**src/include/hta_regs.svh**
```systemverilog
`ifndef HTA_REGS_SVH
`define HTA_REGS_SVH
// Function
// - idle arbiter locks to first channel opening a request, until response done or abort
// - init packet from another channel while busy gets an immediate busy error
// - unfinished transaction times out, pending request dropped, arbiter back to idle
// - channel init on the active channel aborts, flushes buffered data, returns idle
// - continuation sequence checked ascending without gaps; assembly runs until complete or timeout
// - continuation packet without an opened transaction is silently ignored
// - optional channel lock blocks other channels until lock expires or is released
// - one IN and one OUT endpoint besides control; 64-byte packets by default
// - interface descriptor: two endpoints, HID class, no subclass, no protocol
// - interrupt endpoints, 5 ms interval, OUT address 0x01, IN address 0x81
// - report descriptor: one raw input and one raw output report, 8-bit elements
// - discovery uses a 16-bit vendor usage page with usage value 0x01
// - legacy message: command byte plus n bytes; response status plus n bytes
// - structured message, code 0x10: command byte plus n encoded bytes, same response
// - device may send keep-alives to requester before the final structured response
// - init packet has command bit 7 set; continuation sequence 0 to 127, bit 7 clear
// - busy rejection is an error response with code 0x06
// - channel init on allocated channel discards transaction, replies with its identifier

`define HTA_CLK_KHZ 200000
`define HTA_TIMEOUT_MS 500
`define HTA_LOCK_MS 3000
`define HTA_TIMEOUT_CYC (`HTA_TIMEOUT_MS * `HTA_CLK_KHZ)
`define HTA_LOCK_CYC (`HTA_LOCK_MS * `HTA_CLK_KHZ)

`define HTA_PKT_BYTES 64
`define HTA_OFS_CMD 4
`define HTA_OFS_LENH 5
`define HTA_OFS_LENL 6
`define HTA_INIT_BIT 7
`define HTA_SEQ_MAX 7'h7f

`define HTA_CMD_MSG 8'h83
`define HTA_CMD_LOCK 8'h84
`define HTA_CMD_INIT 8'h86
`define HTA_CMD_CBOR 8'h90
`define HTA_CMD_CANCEL 8'h91
`define HTA_CMD_ERROR 8'hbf

`define HTA_ERR_LEN 8'h03
`define HTA_ERR_SEQ 8'h04
`define HTA_ERR_TIMEOUT 8'h05
`define HTA_ERR_BUSY 8'h06

`define HTA_DESC_IF_CLASS 8'h03
`define HTA_DESC_IF_SUB 8'h00
`define HTA_DESC_IF_PROTO 8'h00
`define HTA_DESC_NUM_EP 8'h02
`define HTA_DESC_EP_ATTR 8'h03
`define HTA_DESC_EP_OUT 8'h01
`define HTA_DESC_EP_IN 8'h81
`define HTA_DESC_INTERVAL 8'h05
`define HTA_DESC_USAGE 8'h01
`define HTA_DESC_ELEM_BITS 8'h08
`define HTA_DESC_BYTES 57
`endif

```
**src/include/hta_pkg.sv**
```systemverilog
package hta_pkg;
    typedef enum logic [1:0] {
        S_IDLE = 2'b00,
        S_RECV = 2'b01,
        S_PROC = 2'b10
    } hta_state_t;

    typedef struct packed {
        logic [31:0] channel_identifier;
        logic [7:0] cmd;
        logic [15:0] len;
    } hta_hdr_t;

    typedef struct packed {
        logic [31:0] channel_identifier;
        logic [7:0] cmd;
        logic [7:0] len;
        logic [31:0] data;
    } hta_ctl_t;
endpackage

```
**src/rtl/hta_arbiter.sv**
```systemverilog
`timescale 1ns/1ps
`include "hta_regs.svh"
module hta_arbiter #(
    parameter int PKT_BYTES = `HTA_PKT_BYTES,
    parameter int FIFO_DEPTH = 4,
    parameter logic [31:0] TIMEOUT_CYCLES = `HTA_TIMEOUT_CYC,
    parameter logic [31:0] LOCK_CYCLES = `HTA_LOCK_CYC
) (
    input wire logic clk,
    input wire logic rst,
    input wire logic rx_valid,
    input wire logic [7:0] rx_data,
    input wire logic rx_last,
    output logic rx_ready,
    output logic msg_valid,
    output logic [7:0] msg_data,
    output logic msg_last,
    input wire logic msg_ready,
    output logic msg_start,
    output hta_pkg::hta_hdr_t msg_hdr,
    output logic cancel,
    input wire logic resp_done,
    output logic ctl_valid,
    output hta_pkg::hta_ctl_t ctl,
    input wire logic ctl_ready,
    output logic busy,
    output logic locked,
    input wire logic [5:0] desc_addr,
    output logic [7:0] desc_data
);
    hta_pkg::hta_state_t st_q, st_d;
    logic [6:0] idx_q;
    logic [31:0] cid_q, act_q, act_d, lock_cid_q, lock_cid_d;
    logic [7:0] cmd_q, lenh_q;
    logic [15:0] rem_q, rem_d;
    logic [6:0] seq_q, seq_d;
    logic [31:0] tmr_q, tmr_d, ltmr_q, ltmr_d;
    logic fwd_q, fwd_d, lock_q, lock_d;
    logic ctl_set, flush, start_d, cancel_d;
    hta_pkg::hta_ctl_t ctl_n;
    hta_pkg::hta_hdr_t hdr_d;

    function automatic hta_pkg::hta_ctl_t mk_err(input logic [31:0] c, input logic [7:0] code);
        mk_err = '{channel_identifier: c, cmd: `HTA_CMD_ERROR, len: 8'h01, data: {24'h0, code}};
    endfunction

    wire fire = rx_valid & rx_ready;
    wire pkt_end = fire & (rx_last | (idx_q == 7'(PKT_BYTES - 1)));
    wire at_cmd = fire && idx_q == 7'(`HTA_OFS_CMD);
    wire at_len = fire && idx_q == 7'(`HTA_OFS_LENL);
    wire cont_dec = at_cmd & ~rx_data[`HTA_INIT_BIT];
    wire init_dec = at_len & cmd_q[`HTA_INIT_BIT];
    wire [15:0] len_w = {lenh_q, rx_data};
    wire own = cid_q == act_q;
    wire seq_ok = rx_data[6:0] == seq_q;
    wire push = fire & fwd_q & (rem_q != 16'h0);
    wire foreign_lock = lock_q & (lock_cid_q != cid_q);
    wire tmo = st_q == hta_pkg::S_RECV && tmr_q == 32'h0;
    wire is_msg = cmd_q == `HTA_CMD_MSG || cmd_q == `HTA_CMD_CBOR;
    wire idle = st_q == hta_pkg::S_IDLE;

    always_comb begin
        st_d = st_q;
        act_d = act_q;
        rem_d = rem_q;
        seq_d = seq_q;
        fwd_d = fwd_q;
        tmr_d = (tmr_q != 32'h0) ? tmr_q - 32'h1 : tmr_q;
        lock_d = lock_q & (ltmr_q != 32'h0);
        ltmr_d = (ltmr_q != 32'h0) ? ltmr_q - 32'h1 : ltmr_q;
        lock_cid_d = lock_cid_q;
        ctl_set = 1'b0;
        ctl_n = '0;
        flush = 1'b0;
        start_d = 1'b0;
        cancel_d = 1'b0;
        hdr_d = msg_hdr;
        if (push) begin
            rem_d = rem_q - 16'h1;
            if (rem_q == 16'h1) st_d = hta_pkg::S_PROC;
        end
        if (pkt_end) fwd_d = 1'b0;
        // processing stays open until resp_done or a channel init from the active channel, so keep-alives sent meanwhile do not end it
        if (st_q == hta_pkg::S_PROC && resp_done) st_d = hta_pkg::S_IDLE;
        if (tmo) begin
            st_d = hta_pkg::S_IDLE;
            flush = 1'b1;
            fwd_d = 1'b0;
            ctl_set = 1'b1;
            ctl_n = mk_err(act_q, `HTA_ERR_TIMEOUT);
        end else if (cont_dec && st_q == hta_pkg::S_RECV && own) begin
            if (seq_ok) begin
                fwd_d = 1'b1;
                seq_d = (seq_q == `HTA_SEQ_MAX) ? 7'h0 : seq_q + 7'h1;
                tmr_d = TIMEOUT_CYCLES;
            end else begin
                st_d = hta_pkg::S_IDLE;
                flush = 1'b1;
                ctl_set = 1'b1;
                ctl_n = mk_err(cid_q, `HTA_ERR_SEQ);
            end
        end else if (init_dec) begin
            if (!idle && own && cmd_q == `HTA_CMD_INIT) begin
                st_d = hta_pkg::S_IDLE;
                flush = 1'b1;
                fwd_d = 1'b0;
                ctl_set = 1'b1;
                ctl_n = '{channel_identifier: cid_q, cmd: `HTA_CMD_INIT, len: 8'h04, data: cid_q};
            end else if (!idle && own && cmd_q == `HTA_CMD_CANCEL) begin
                cancel_d = st_q == hta_pkg::S_PROC;
            end else if (st_q == hta_pkg::S_RECV && own) begin
                st_d = hta_pkg::S_IDLE;
                flush = 1'b1;
                fwd_d = 1'b0;
                ctl_set = 1'b1;
                ctl_n = mk_err(cid_q, `HTA_ERR_SEQ);
            end else if (!idle || foreign_lock) begin
                ctl_set = 1'b1;
                ctl_n = mk_err(cid_q, `HTA_ERR_BUSY);
            end else if (cmd_q == `HTA_CMD_CANCEL) begin
                ctl_set = 1'b0;
            end else if (cmd_q == `HTA_CMD_LOCK) begin
                lock_d = len_w != 16'h0;
                ltmr_d = LOCK_CYCLES;
                lock_cid_d = cid_q;
                ctl_set = 1'b1;
                ctl_n = '{channel_identifier: cid_q, cmd: `HTA_CMD_LOCK, len: 8'h00, data: 32'h0};
            end else if (is_msg && len_w == 16'h0) begin
                ctl_set = 1'b1;
                ctl_n = mk_err(cid_q, `HTA_ERR_LEN);
            end else begin
                act_d = cid_q;
                hdr_d = '{channel_identifier: cid_q, cmd: cmd_q, len: len_w};
                start_d = 1'b1;
                rem_d = len_w;
                seq_d = 7'h0;
                fwd_d = len_w != 16'h0;
                tmr_d = TIMEOUT_CYCLES;
                st_d = (len_w != 16'h0) ? hta_pkg::S_RECV : hta_pkg::S_PROC;
            end
        end
    end

    always_ff @(posedge clk or posedge rst) begin
        if (rst) idx_q <= 7'h0;
        else if (pkt_end) idx_q <= 7'h0;
        else if (fire) idx_q <= idx_q + 7'h1;
    end

    always_ff @(posedge clk or posedge rst) begin
        if (rst) begin
            cid_q <= 32'h0;
            cmd_q <= 8'h0;
            lenh_q <= 8'h0;
        end else if (fire) begin
            if (idx_q < 7'(`HTA_OFS_CMD)) cid_q <= {cid_q[23:0], rx_data};
            if (idx_q == 7'(`HTA_OFS_CMD)) cmd_q <= rx_data;
            if (idx_q == 7'(`HTA_OFS_LENH)) lenh_q <= rx_data;
        end
    end

    always_ff @(posedge clk or posedge rst) begin
        if (rst) begin
            st_q <= hta_pkg::S_IDLE;
            act_q <= 32'h0;
            rem_q <= 16'h0;
            seq_q <= 7'h0;
            fwd_q <= 1'b0;
            tmr_q <= 32'h0;
        end else begin
            st_q <= st_d;
            act_q <= act_d;
            rem_q <= rem_d;
            seq_q <= seq_d;
            fwd_q <= fwd_d;
            tmr_q <= tmr_d;
        end
    end

    always_ff @(posedge clk or posedge rst) begin
        if (rst) begin
            lock_q <= 1'b0;
            ltmr_q <= 32'h0;
            lock_cid_q <= 32'h0;
        end else begin
            lock_q <= lock_d;
            ltmr_q <= ltmr_d;
            lock_cid_q <= lock_cid_d;
        end
    end

    // a new control message wins over the handshake that retires the old one
    always_ff @(posedge clk or posedge rst) begin
        if (rst) begin
            ctl_valid <= 1'b0;
            ctl <= '0;
        end else if (ctl_set && (!ctl_valid || ctl_ready)) begin
            ctl_valid <= 1'b1;
            ctl <= ctl_n;
        end else if (ctl_ready) begin
            ctl_valid <= 1'b0;
        end
    end

    always_ff @(posedge clk or posedge rst) begin
        if (rst) begin
            msg_start <= 1'b0;
            msg_hdr <= '0;
            cancel <= 1'b0;
            busy <= 1'b0;
            locked <= 1'b0;
        end else begin
            msg_start <= start_d;
            msg_hdr <= hdr_d;
            cancel <= cancel_d;
            busy <= st_d != hta_pkg::S_IDLE;
            locked <= lock_d;
        end
    end

    hta_fifo #(
        .WIDTH(9),
        .DEPTH(FIFO_DEPTH)
    ) u_fifo (
        .clk(clk),
        .rst(rst),
        .flush(flush),
        .in_valid(push),
        .in_data({rem_q == 16'h1, rx_data}),
        .in_ready(rx_ready),
        .out_valid(msg_valid),
        .out_data({msg_last, msg_data}),
        .out_ready(msg_ready)
    );

    hta_desc_rom #(
        .USAGE_PAGE(16'hff5a),
        .PKT_BYTES(8'(PKT_BYTES))
    ) u_rom (
        .clk(clk),
        .rst(rst),
        .addr(desc_addr),
        .data(desc_data)
    );
endmodule // hta_arbiter

```
**src/rtl/hta_fifo.sv**
```systemverilog
`timescale 1ns/1ps
module hta_fifo #(
    parameter int WIDTH = 9,
    parameter int DEPTH = 4
) (
    input wire logic clk,
    input wire logic rst,
    input wire logic flush,
    input wire logic in_valid,
    input wire logic [WIDTH-1:0] in_data,
    output logic in_ready,
    output logic out_valid,
    output logic [WIDTH-1:0] out_data,
    input wire logic out_ready
);
    localparam int AW = (DEPTH > 1) ? $clog2(DEPTH) : 1;
    logic [WIDTH-1:0] mem_q [DEPTH];
    logic [AW-1:0] wr_q, rd_q;
    logic [AW:0] cnt_q;
    wire push = in_valid & in_ready;
    wire pop = out_valid & out_ready;
    wire [AW:0] cnt_d = cnt_q + {{AW{1'b0}}, push} - {{AW{1'b0}}, pop};

    assign out_valid = cnt_q != '0;
    assign out_data = mem_q[rd_q];

    function automatic logic [AW-1:0] inc(input logic [AW-1:0] p);
        inc = (p == AW'(DEPTH - 1)) ? '0 : p + 1'b1;
    endfunction

    always_ff @(posedge clk or posedge rst) begin
        if (rst) begin
            wr_q <= '0;
            rd_q <= '0;
            cnt_q <= '0;
            in_ready <= 1'b1;
        end else if (flush) begin
            wr_q <= '0;
            rd_q <= '0;
            cnt_q <= '0;
            in_ready <= 1'b1;
        end else begin
            if (push) wr_q <= inc(wr_q);
            if (pop) rd_q <= inc(rd_q);
            cnt_q <= cnt_d;
            in_ready <= cnt_d != (AW+1)'(DEPTH);
        end
    end

    always_ff @(posedge clk) begin
        if (push) mem_q[wr_q] <= in_data;
    end
endmodule // hta_fifo

```
**src/rtl/hta_desc_rom.sv**
```systemverilog
`timescale 1ns/1ps
`include "hta_regs.svh"
module hta_desc_rom #(
    // usage page value is arbitrary, vendor range
    parameter logic [15:0] USAGE_PAGE = 16'hff5a,
    parameter logic [7:0] PKT_BYTES = 8'h40
) (
    input wire logic clk,
    input wire logic rst,
    input wire logic [5:0] addr,
    output logic [7:0] data
);
    // interface, out endpoint, in endpoint, then report descriptor
    function automatic logic [7:0] rom(input logic [5:0] a);
        case (a)
            6'h00: rom = 8'h09;
            6'h01: rom = 8'h04;
            6'h04: rom = `HTA_DESC_NUM_EP;
            6'h05: rom = `HTA_DESC_IF_CLASS;
            6'h06: rom = `HTA_DESC_IF_SUB;
            6'h07: rom = `HTA_DESC_IF_PROTO;
            6'h09, 6'h10: rom = 8'h07;
            6'h0a, 6'h11: rom = 8'h05;
            6'h0b: rom = `HTA_DESC_EP_OUT;
            6'h12: rom = `HTA_DESC_EP_IN;
            6'h0c, 6'h13: rom = `HTA_DESC_EP_ATTR;
            6'h0d, 6'h14: rom = PKT_BYTES;
            6'h0f, 6'h16: rom = `HTA_DESC_INTERVAL;
            6'h17: rom = 8'h06;
            6'h18: rom = USAGE_PAGE[7:0];
            6'h19: rom = USAGE_PAGE[15:8];
            6'h1a: rom = 8'h09;
            6'h1b: rom = `HTA_DESC_USAGE;
            6'h1c: rom = 8'ha1;
            6'h1d: rom = 8'h01;
            6'h1e, 6'h28: rom = 8'h09;
            6'h1f: rom = 8'h20;
            6'h29: rom = 8'h21;
            6'h20, 6'h2a: rom = 8'h15;
            6'h22, 6'h2c: rom = 8'h26;
            6'h23, 6'h2d: rom = 8'hff;
            6'h25, 6'h2f: rom = 8'h75;
            6'h26, 6'h30: rom = `HTA_DESC_ELEM_BITS;
            6'h27, 6'h31: rom = 8'h95;
            6'h32: rom = PKT_BYTES;
            6'h33: rom = 8'h91;
            6'h34: rom = 8'h02;
            6'h35: rom = 8'hc0;
            default: rom = 8'h00;
        endcase
    endfunction

    // input report items sit between the two usage blocks
    wire [5:0] fix = (addr == 6'h28) ? 6'h27 : addr;
    wire [7:0] rd = (addr == 6'h28) ? PKT_BYTES
                  : (addr == 6'h29) ? 8'h81
                  : (addr == 6'h2a) ? 8'h02
                  : (addr >= 6'h2b && addr < 6'h39) ? rom(addr - 6'h02)
                  : rom(fix);

    always_ff @(posedge clk or posedge rst) begin
        if (rst) data <= 8'h00;
        else data <= rd;
    end
endmodule // hta_desc_rom

```
**config.mk**
```make
export PLATFORM = sky130hd
export DESIGN_NAME = hta_arbiter
export DESIGN_NICKNAME = d
export VERILOG_FILES = /design/src/include/hta_pkg.sv /design/src/rtl/hta_arbiter.sv /design/src/rtl/hta_fifo.sv /design/src/rtl/hta_desc_rom.sv
export VERILOG_INCLUDE_DIRS = /design/src /design/src/include
export SDC_FILE = /design/constraint.sdc
export NUM_CORES = 1
export LEC_CHECK = 0
export BUFFER_PORTS_ARGS = -buffer_cell sky130_fd_sc_hd__buf_2
export CORE_UTILIZATION = 64
export DETAILED_ROUTE_END_ITERATION = 8
export PLACE_DENSITY = 0.86
export REMOVE_ABC_BUFFERS = 1
export SKIP_CTS_REPAIR_TIMING = 1
export SLEW_MARGIN = 20
export SYNTH_ARGS = -nofsm -noshare
export SYNTH_HDL_FRONTEND = slang
export SYNTH_SLANG_ARGS = --single-unit
```
**constraint.sdc**
```tcl
create_clock -name clk -period 24.1 [get_ports clk]
set_clock_uncertainty 0.1 [all_clocks]
set_input_delay 4.82 -clock clk [delete_from_list [all_inputs] [get_ports clk]]
set_output_delay 4.82 -clock clk [all_outputs]
set_load 0.01 [all_outputs]
```
==> summary.md, run 1 <==
| Metric | Value |
|---|---|
| Clock power share | 31.1% |
| Fmax | 127 MHz |
| Hold WC Path Type | flip-flop to flip-flop |
| CP Max Fanout | 105 |
| Fin Setup TNS | 0 ns |
| Final worst path period share | 32.7% |
| Largest family of logic cells by synthesized area | simple AND/OR/NAND/NOR gates |
| Total CTS buffers | 38 |
| # Max-Cap Violations | 0 |
| Hold slack | 0.378 ns |
| Post-synth top flop | dfrtp_1 |
| Pwr/cell area | 95.3 mW/mm^2 |
| Hold Vio Cnt, Final | 0 |
| Starting density of the core | 65.5% |
| Clock Pin Slew Worst Setup and Hold Paths | 0.06 ns |
| Area share of fa/ha/maj cells after synthesis | 2.30% |
| Rel. slew slack | 32.4% |
| Via count | 13949 |
| Final min period | 7.89 ns |
| Post-route ant nets | 0 |
| CTS Buffer Depth | 3 |
| Comb pwr share | 22.1% |
| Mapped Cells | 1786 |
| I/O pins | 181 |
| Post-synthesis mux area share | 6.73% |
| CTS tree | done |
| Register Area | 0.00914 mm^2 |
| Largest net degree at the start of global routing | 173 |
| Count of final setup violators | 0 |
| # rows | 60 |
| Final HPWL DP | 29.5 mm |
| Final setup margin | 16.21 ns |
| Compound-gate portion of the synthesized area | 8.63% |
| Pleak | 9.01 nW |
| Fin util | 73.3% |
| Nets | 1945 |
| Distinct cell type count of the synthesized netlist | 83 |
| Startpoint Class | primary input |
| Vias in the first global route | 13788 |
| Post-Place Worst Slack | 15.78 ns |
| # DRC | 0 |
| Critical path capture point type | flip-flop |
| Ys async rst share | 89.9% |
| Yosys warns | 0 |
| Slew Limit Fails | 0 |
| DRT Pass-1 Iters | 5 |
| Unrepaired setup endpoints after global routing | no |
| Worst reg2reg setup slack | 18.76 ns |
| Full die area | 0.0283 mm^2 |
| Mapped Area | 0.0177 mm^2 |
| H-tree depth | 2 |
| Design internal power | 0.00126 W |
| Critical path type | primary input to flip-flop |
| Switch Pwr | 0.000632 W |
| Critical path arrival | 8.20 ns |
| Total GRT Usage | 32.2% |
| Peak supply drop | 0.0000629 V |
| Sink Count | 358 |
| EDFF count, synth | 36 |
| Share of layout cells above drive strength 1 | 18.7% |
| Synthesized area per cell | 9.91 um^2 |
| Worst-Skew Late Latency | 0.53 ns |
| Remaining Overflow, GRT | 0 |
| Switching share of power | 33.5% |
| WP data required | 24.41 ns |
| Core box area | 0.0270 mm^2 |
| Seq pwr share | 46.7% |
| FF+latch count, synth | 358 |
| Ant diodes | 0 |
| Area of the multi-input gates | 0.00780 mm^2 |
| Layout fillers | 1835 |
| Wire per inst | 19.9 um |
| Layout overhead on the synthesized area | 11.9% |
| Outcome | finished clean |
| Port bufs | 173 |
| WL final | 45.0 mm |
| Die height | 168 um |
| Post-synthesis simple-gate area fraction | 18.9% |
| Seq/Total Area, Yosys | 51.6% |
| Synth Area in XOR/XNOR | 7.22% |
| Clock root buffer master | clkbuf_16 |
| Vias per cell | 6.17 |
| Initial antenna violation count | 0 |
| First-pass GRT wire length | 72.3 mm |
| Tightest Pin Transition | 1.01 ns |
| Die X | 168 um |
| Drt initial violations | 1248 |
| Final GP Congestion | 0.908 |
[power by group through the flow]
stage	registers, W	clock network (W)	logic, W
2_1_floorplan	0.000844	0	0.000284
3_3_place_gp	0.000879	0	0.000391
3_5_place_dp	0.000885	0	0.000409
4_1_cts	0.000878	0.000591	0.000417
5_1_grt	0.000898	0.000617	0.000463
6_report	0.000883	0.000587	0.000418
[cells in the final DEF (no fill, tap or decap), drive strengths merged, types with 9 or more instances in the layout]
| master | synthesis | final |
|---|---|---|
| nand2 | 323 | 323 |
| dfrtp | 321 | 321 |
| buf | 45 | 184 |
| nor2 | 152 | 152 |
| o21ai | 90 | 90 |
| xnor2 | 89 | 89 |
| mux2 | 86 | 86 |
| inv | 58 | 61 |
| nand3 | 58 | 58 |
| xor2 | 57 | 57 |
| clkbuf | 79 | 48 |
| a21oi | 43 | 43 |
| a31oi | 41 | 41 |
| nor4 | 37 | 37 |
| edfxtp | 36 | 36 |
| nor3 | 31 | 31 |
| ha | 31 | 31 |
| nand4 | 19 | 19 |
| nand2b | 16 | 16 |
| clkinv | 1 | 13 |
| or4 | 12 | 12 |
| or3 | 12 | 12 |
| nor2b | 11 | 11 |
| and2 | 11 | 11 |
| mux4 | 9 | 9 |
[logic make-up after synthesis]
family / Yosys count
AND/OR/NAND/NOR: 725
flip-flops: 358
AO/OA/AOI/OAI: 244
other: 1
adder cells (fa/ha/maj): 32
multiplexers: 97
XOR/XNOR: 146
buffers and inverters: 183
[worst max-delay path, stage by stage]
cell     delay (ns)
buf_2          0.08
and2_1         0.26
nand2_1        0.12
nor4b_2        0.45
a41oi_2        0.39
o22ai_4        0.70
buf_4          0.90
mux2_2         0.41
[final timing paths]
check / cells past startpoint / to / startpoint
min: 2 / msg_hdr[3] / msg_hdr[3]
max reg2reg: 8 / ctl[34] / tmr_q[13]
min in group asynchronous: 2 / ctl[21] / rst
max: 8 / ctl[34] / rx_valid
min reg2reg: 2 / msg_hdr[3] / msg_hdr[3]
max in group asynchronous: 3 / rem_q[7] / rst
[through the flow]
stage                     area, um^2  power [W]  cells
after global routing           19800    0.00198   2260
final                          19800    0.00189   2260
after global placement         18500    0.00127   2193
after floorplan                17100    0.00113   1668
after CTS                      19800    0.00189   2260
after detailed placement       18500    0.00129   2193
[cells in the mapped netlist, types with 16 or more instances]
cell type,instances,area (um^2)
mux2_2,85,957
buf_4,17,128
nor3_1,31,155
o21ai_1,35,175
clkbuf_1,79,297
a21oi_1,43,215
nand3_1,58,290
nand4_1,19,119
dfrtp_1,321,8030
xnor2_1,89,780
inv_1,58,218
nand2_1,323,1210
o21ai_0,55,275
a31oi_1,41,257
xor2_1,57,499
edfxtp_1,36,1080
nor2_1,151,567
nand2b_1,16,100
buf_2,17,85.1
nor4_1,36,225
ha_1,31,388
[layer usage]
| metal | GRT usage [%] | up-vias | routed length, um | part of all wire, % |
|---|---|---|---|---|
| met4 | 14.0 | 0 | 1780 | 3.9 |
| met1 | 43.5 | 6895 | 18700 | 41 |
| met2 | 50.9 | 595 | 21200 | 47 |
| li1 | - | 6322 | - | - |
| met5 | 0 | - | 0 | 0 |
| met3 | 6.46 | 137 | 3350 | 7.4 |
[registers in the layout, indices dropped and copies added (netlist names), 3 cells and up]
signal	cells
cid_q	32
cmd_q	8
ctl	68
idx_q	7
lenh_q	8
lock_cid_q	32
ltmr_q	32
msg_hdr	56
rem_q	16
seq_q	7
tmr_q	32
u_fifo.cnt_q	3
u_fifo.mem_q	36
u_rom.data	8
[layout make-up]
type | count | share of cell area [%]
Sequential cell | 358 | 46.1
Clock buffer | 48 | 5.19
Timing Repair Buffer | 184 | 4.85
Tap cell | 341 | 2.15
Inverter | 59 | 1.19
Multi-Input combinational cell | 1251 | 39.4
Clock inverter | 19 | 1.10
Power figures use the tool's default switching activity.
==> inputs of run 2 (changes only) <==
--- a/config.mk
+++ b/config.mk
@@ -7,9 +7,9 @@
 export NUM_CORES = 1
 export LEC_CHECK = 0
 export BUFFER_PORTS_ARGS = -buffer_cell sky130_fd_sc_hd__buf_2
-export CORE_UTILIZATION = 64
+export CORE_UTILIZATION = 60
 export DETAILED_ROUTE_END_ITERATION = 8
-export PLACE_DENSITY = 0.86
+export PLACE_DENSITY = 0.81
 export REMOVE_ABC_BUFFERS = 1
 export SKIP_CTS_REPAIR_TIMING = 1
 export SLEW_MARGIN = 20
==> constraint.sdc (replaced) <==
create_clock -name clk -period 7.4 [get_ports clk]
set_clock_uncertainty 0.1 [all_clocks]
set_input_delay 1.48 -clock clk [delete_from_list [all_inputs] [get_ports clk]]
set_output_delay 1.48 -clock clk [all_outputs]
set_load 0.01 [all_outputs]
==> summary.md, run 2 (synthesized netlist as in run 1, its figures left out) <==
| Metric | Value |
|---|---|
| Total GRT Usage | 29.8% (-2.4 points) |
| # Max-Cap Violations | 0 (unchanged) |
| Wire per inst | 19.2 um (-3.6%) |
| CTS Buffer Depth | 3 (unchanged) |
| Final HPWL DP | 29.0 mm (-1.8%) |
| Post-route ant nets | 0 (unchanged) |
| Vias in the first global route | 13617 (-1.2%) |
| Startpoint Class | flip-flop |
| Rel. slew slack | 27.5% (-4.8 points) |
| Worst reg2reg setup slack | 2.41 ns (-16.35 ns) |
| Critical path arrival | 5.30 ns (-2.90 ns) |
| Final min period | 4.99 ns |
| Port bufs | 173 (unchanged) |
| Met3 wire len | 2.73 mm (-18%) |
| Die X | 174 um (+3.2%) |
| DRT Pass-1 Iters | 5 (unchanged) |
| Max reg flops | 68 (unchanged) |
| Slew Limit Fails | 0 (unchanged) |
| Fin Setup TNS | 0 ns (unchanged) |
| Unrepaired setup endpoints after global routing | no |
| Hold path depth | 2 (unchanged) |
| Hold Vio Cnt, Final | 0 (unchanged) |
| RR Endpoint | ctl[34] |
| Outcome | finished clean |
| Count of final setup violators | 0 (unchanged) |
| First-pass GRT wire length | 72.0 mm (-0.37%) |
| Nets | 1949 (+0.21%) |
| R2R Path Start | tmr_q[13] |
| Full die area | 0.0302 mm^2 (+6.6%) |
| Pleak | 9.01 nW (about the same) |
| Pwr/cell area | 308 mW/mm^2 (+220%) |
| Vias per cell | 5.94 (-3.8%) |
| Most used cell, CP | buf_4 |
| Highest Signal Layer | met4 |
| Initial antenna violation count | 0 (unchanged) |
| Met2 Wirelength | 21.0 mm (-1.1%) |
| Most frequent cells in the layout | 322 x nand2_1, 321 x dfrtp_1, 173 x buf_2, 151 x nor2_1, 89 x xnor2_1 |
| Layout overhead on the synthesized area | 12.3% |
| Critical path type | flip-flop to flip-flop |
| Remaining Overflow, GRT | 0 (unchanged) |
| Fmax | 200 MHz |
| I/O pins | 181 (unchanged) |
| CP cell instances | or4_1 > nand4b_1 > nand4bb_1 > nor2_8 > a41oi_2 > o22ai_4 > buf_4 > buf_4 > mux2_2 |
| Clock Pin Slew Worst Setup and Hold Paths | 0.06 ns (about the same) |
| Share of layout cells above drive strength 1 | 18.8% (+0.065 points) |
| Total CTS buffers | 39 (+2.6%) |
| # DRC | 0 (unchanged) |
| Crit-path max cell delay | 0.67 ns (-0.23 ns) |
| Metal-1 WL | 19.5 mm (+4.5%) |
| Worst Hold End | msg_hdr[10] |
| Hold path start | msg_hdr[10] |
| Peak supply drop | 0.000169 V (+170%) |
| CP Max Fanout | 76 (-28%) |
| Top reg by flops | ctl |
| Tightest Pin Transition | 1.08 ns (+0.0644 ns) |
| Largest net degree at the start of global routing | 138 (-20%) |
| Die height | 174 um (+3.2%) |
| Hold WC Path Type | flip-flop to flip-flop |
| Sink Count | 358 (unchanged) |
| Post-Place Worst Slack | 2.53 ns (-13.25 ns) |
| CTS tree | done |
| # rows | 62 (+3.3%) |
| Via count | 13696 (-1.8%) |
| Final setup margin | 2.41 ns (-13.80 ns) |
| Family with the most delay on the worst path | simple AND/OR/NAND/NOR gates |
| Slowest CP cell | buf_4 |
| R2R cell count | 9 (+1) |
| Critical path capture point type | flip-flop |
| H-tree depth | 2 (unchanged) |
| Ant diodes | 0 (unchanged) |
| Worst-Skew Late Latency | 0.53 ns (about the same) |
| Most common cell after layout, fill and taps aside | nand2_1 |
| WL final | 44.3 mm (-1.6%) |
| Clock root buffer master | clkbuf_16 |
| Final worst path period share | 67.5% |
| Drt initial violations | 1119 (-10%) |
| Regs by FF count | ctl: 68 flops, msg_hdr: 56 flops, u_fifo.mem_q: 36 flops |
| Critical path buffers and inverters | 2 (unchanged) |
| Core box area | 0.0289 mm^2 (+6.8%) |
| Final GP Congestion | 0.929 (+2.3%) |
| Starting density of the core | 61.4% (-4.2 points) |
| WP data required | 7.71 ns (-16.70 ns) |
run 2: report_power, final:
group / switching [W] / leakage (nW) / internal (W)
logic: 0.000697 / 4.16 / 0.000644
clock network: 0.000791 / 0.607 / 0.00112
registers: 0.000549 / 4.25 / 0.00232
run 2: through the flow:
step                      utilization [%]  instances  area [um^2]  hold WS (ns)  total power (W)
after global placement               64.5       2239        18600         0.360          0.00414
after detailed placement             64.5       2239        18600         0.358          0.00421
after floorplan                         -       1668        17100         0.363          0.00367
final                                68.9       2307        19900         0.378          0.00612
after CTS                            68.8       2307        19900         0.382          0.00613
after global routing                 68.9       2307        19900         0.393          0.00642
run 2: layer usage:
layer	global-route usage [%]	up-vias
met3	4.76	86
li1	-	6327
met4	9.28	0
met5	0	-
met2	47.6	503
met1	42.1	6780
run 2: tightest hold or removal path, delay by kind of cell, from the launching register on:
family / cells / cell delay (ns)
DFF: 1 / 0.34
and+or+nand+nor: 2 / 0.11
run 2: final cells by class:
cell class | instances | area, um^2
clock buffer | 55 | 1110
sequential | 358 | 9140
multi-input combinational | 1251 | 7790
clock inverter | 13 | 139
timing repair buffer | 187 | 983
inverter | 59 | 229
fill | 2168 | 8980
tap | 384 | 480
run 2: worst max-delay path by stage:
stage,from,endpoint,slack (ns),cells past startpoint
floorplan,rst,busy,-3.09,1
global placement,rx_valid,ctl[34],2.59,9
detailed placement,tmr_q[13],ctl[34],2.53,9
CTS,tmr_q[13],ctl[34],2.52,9
global route,tmr_q[13],ctl[34],2.19,9
finish,tmr_q[13],ctl[34],2.41,9
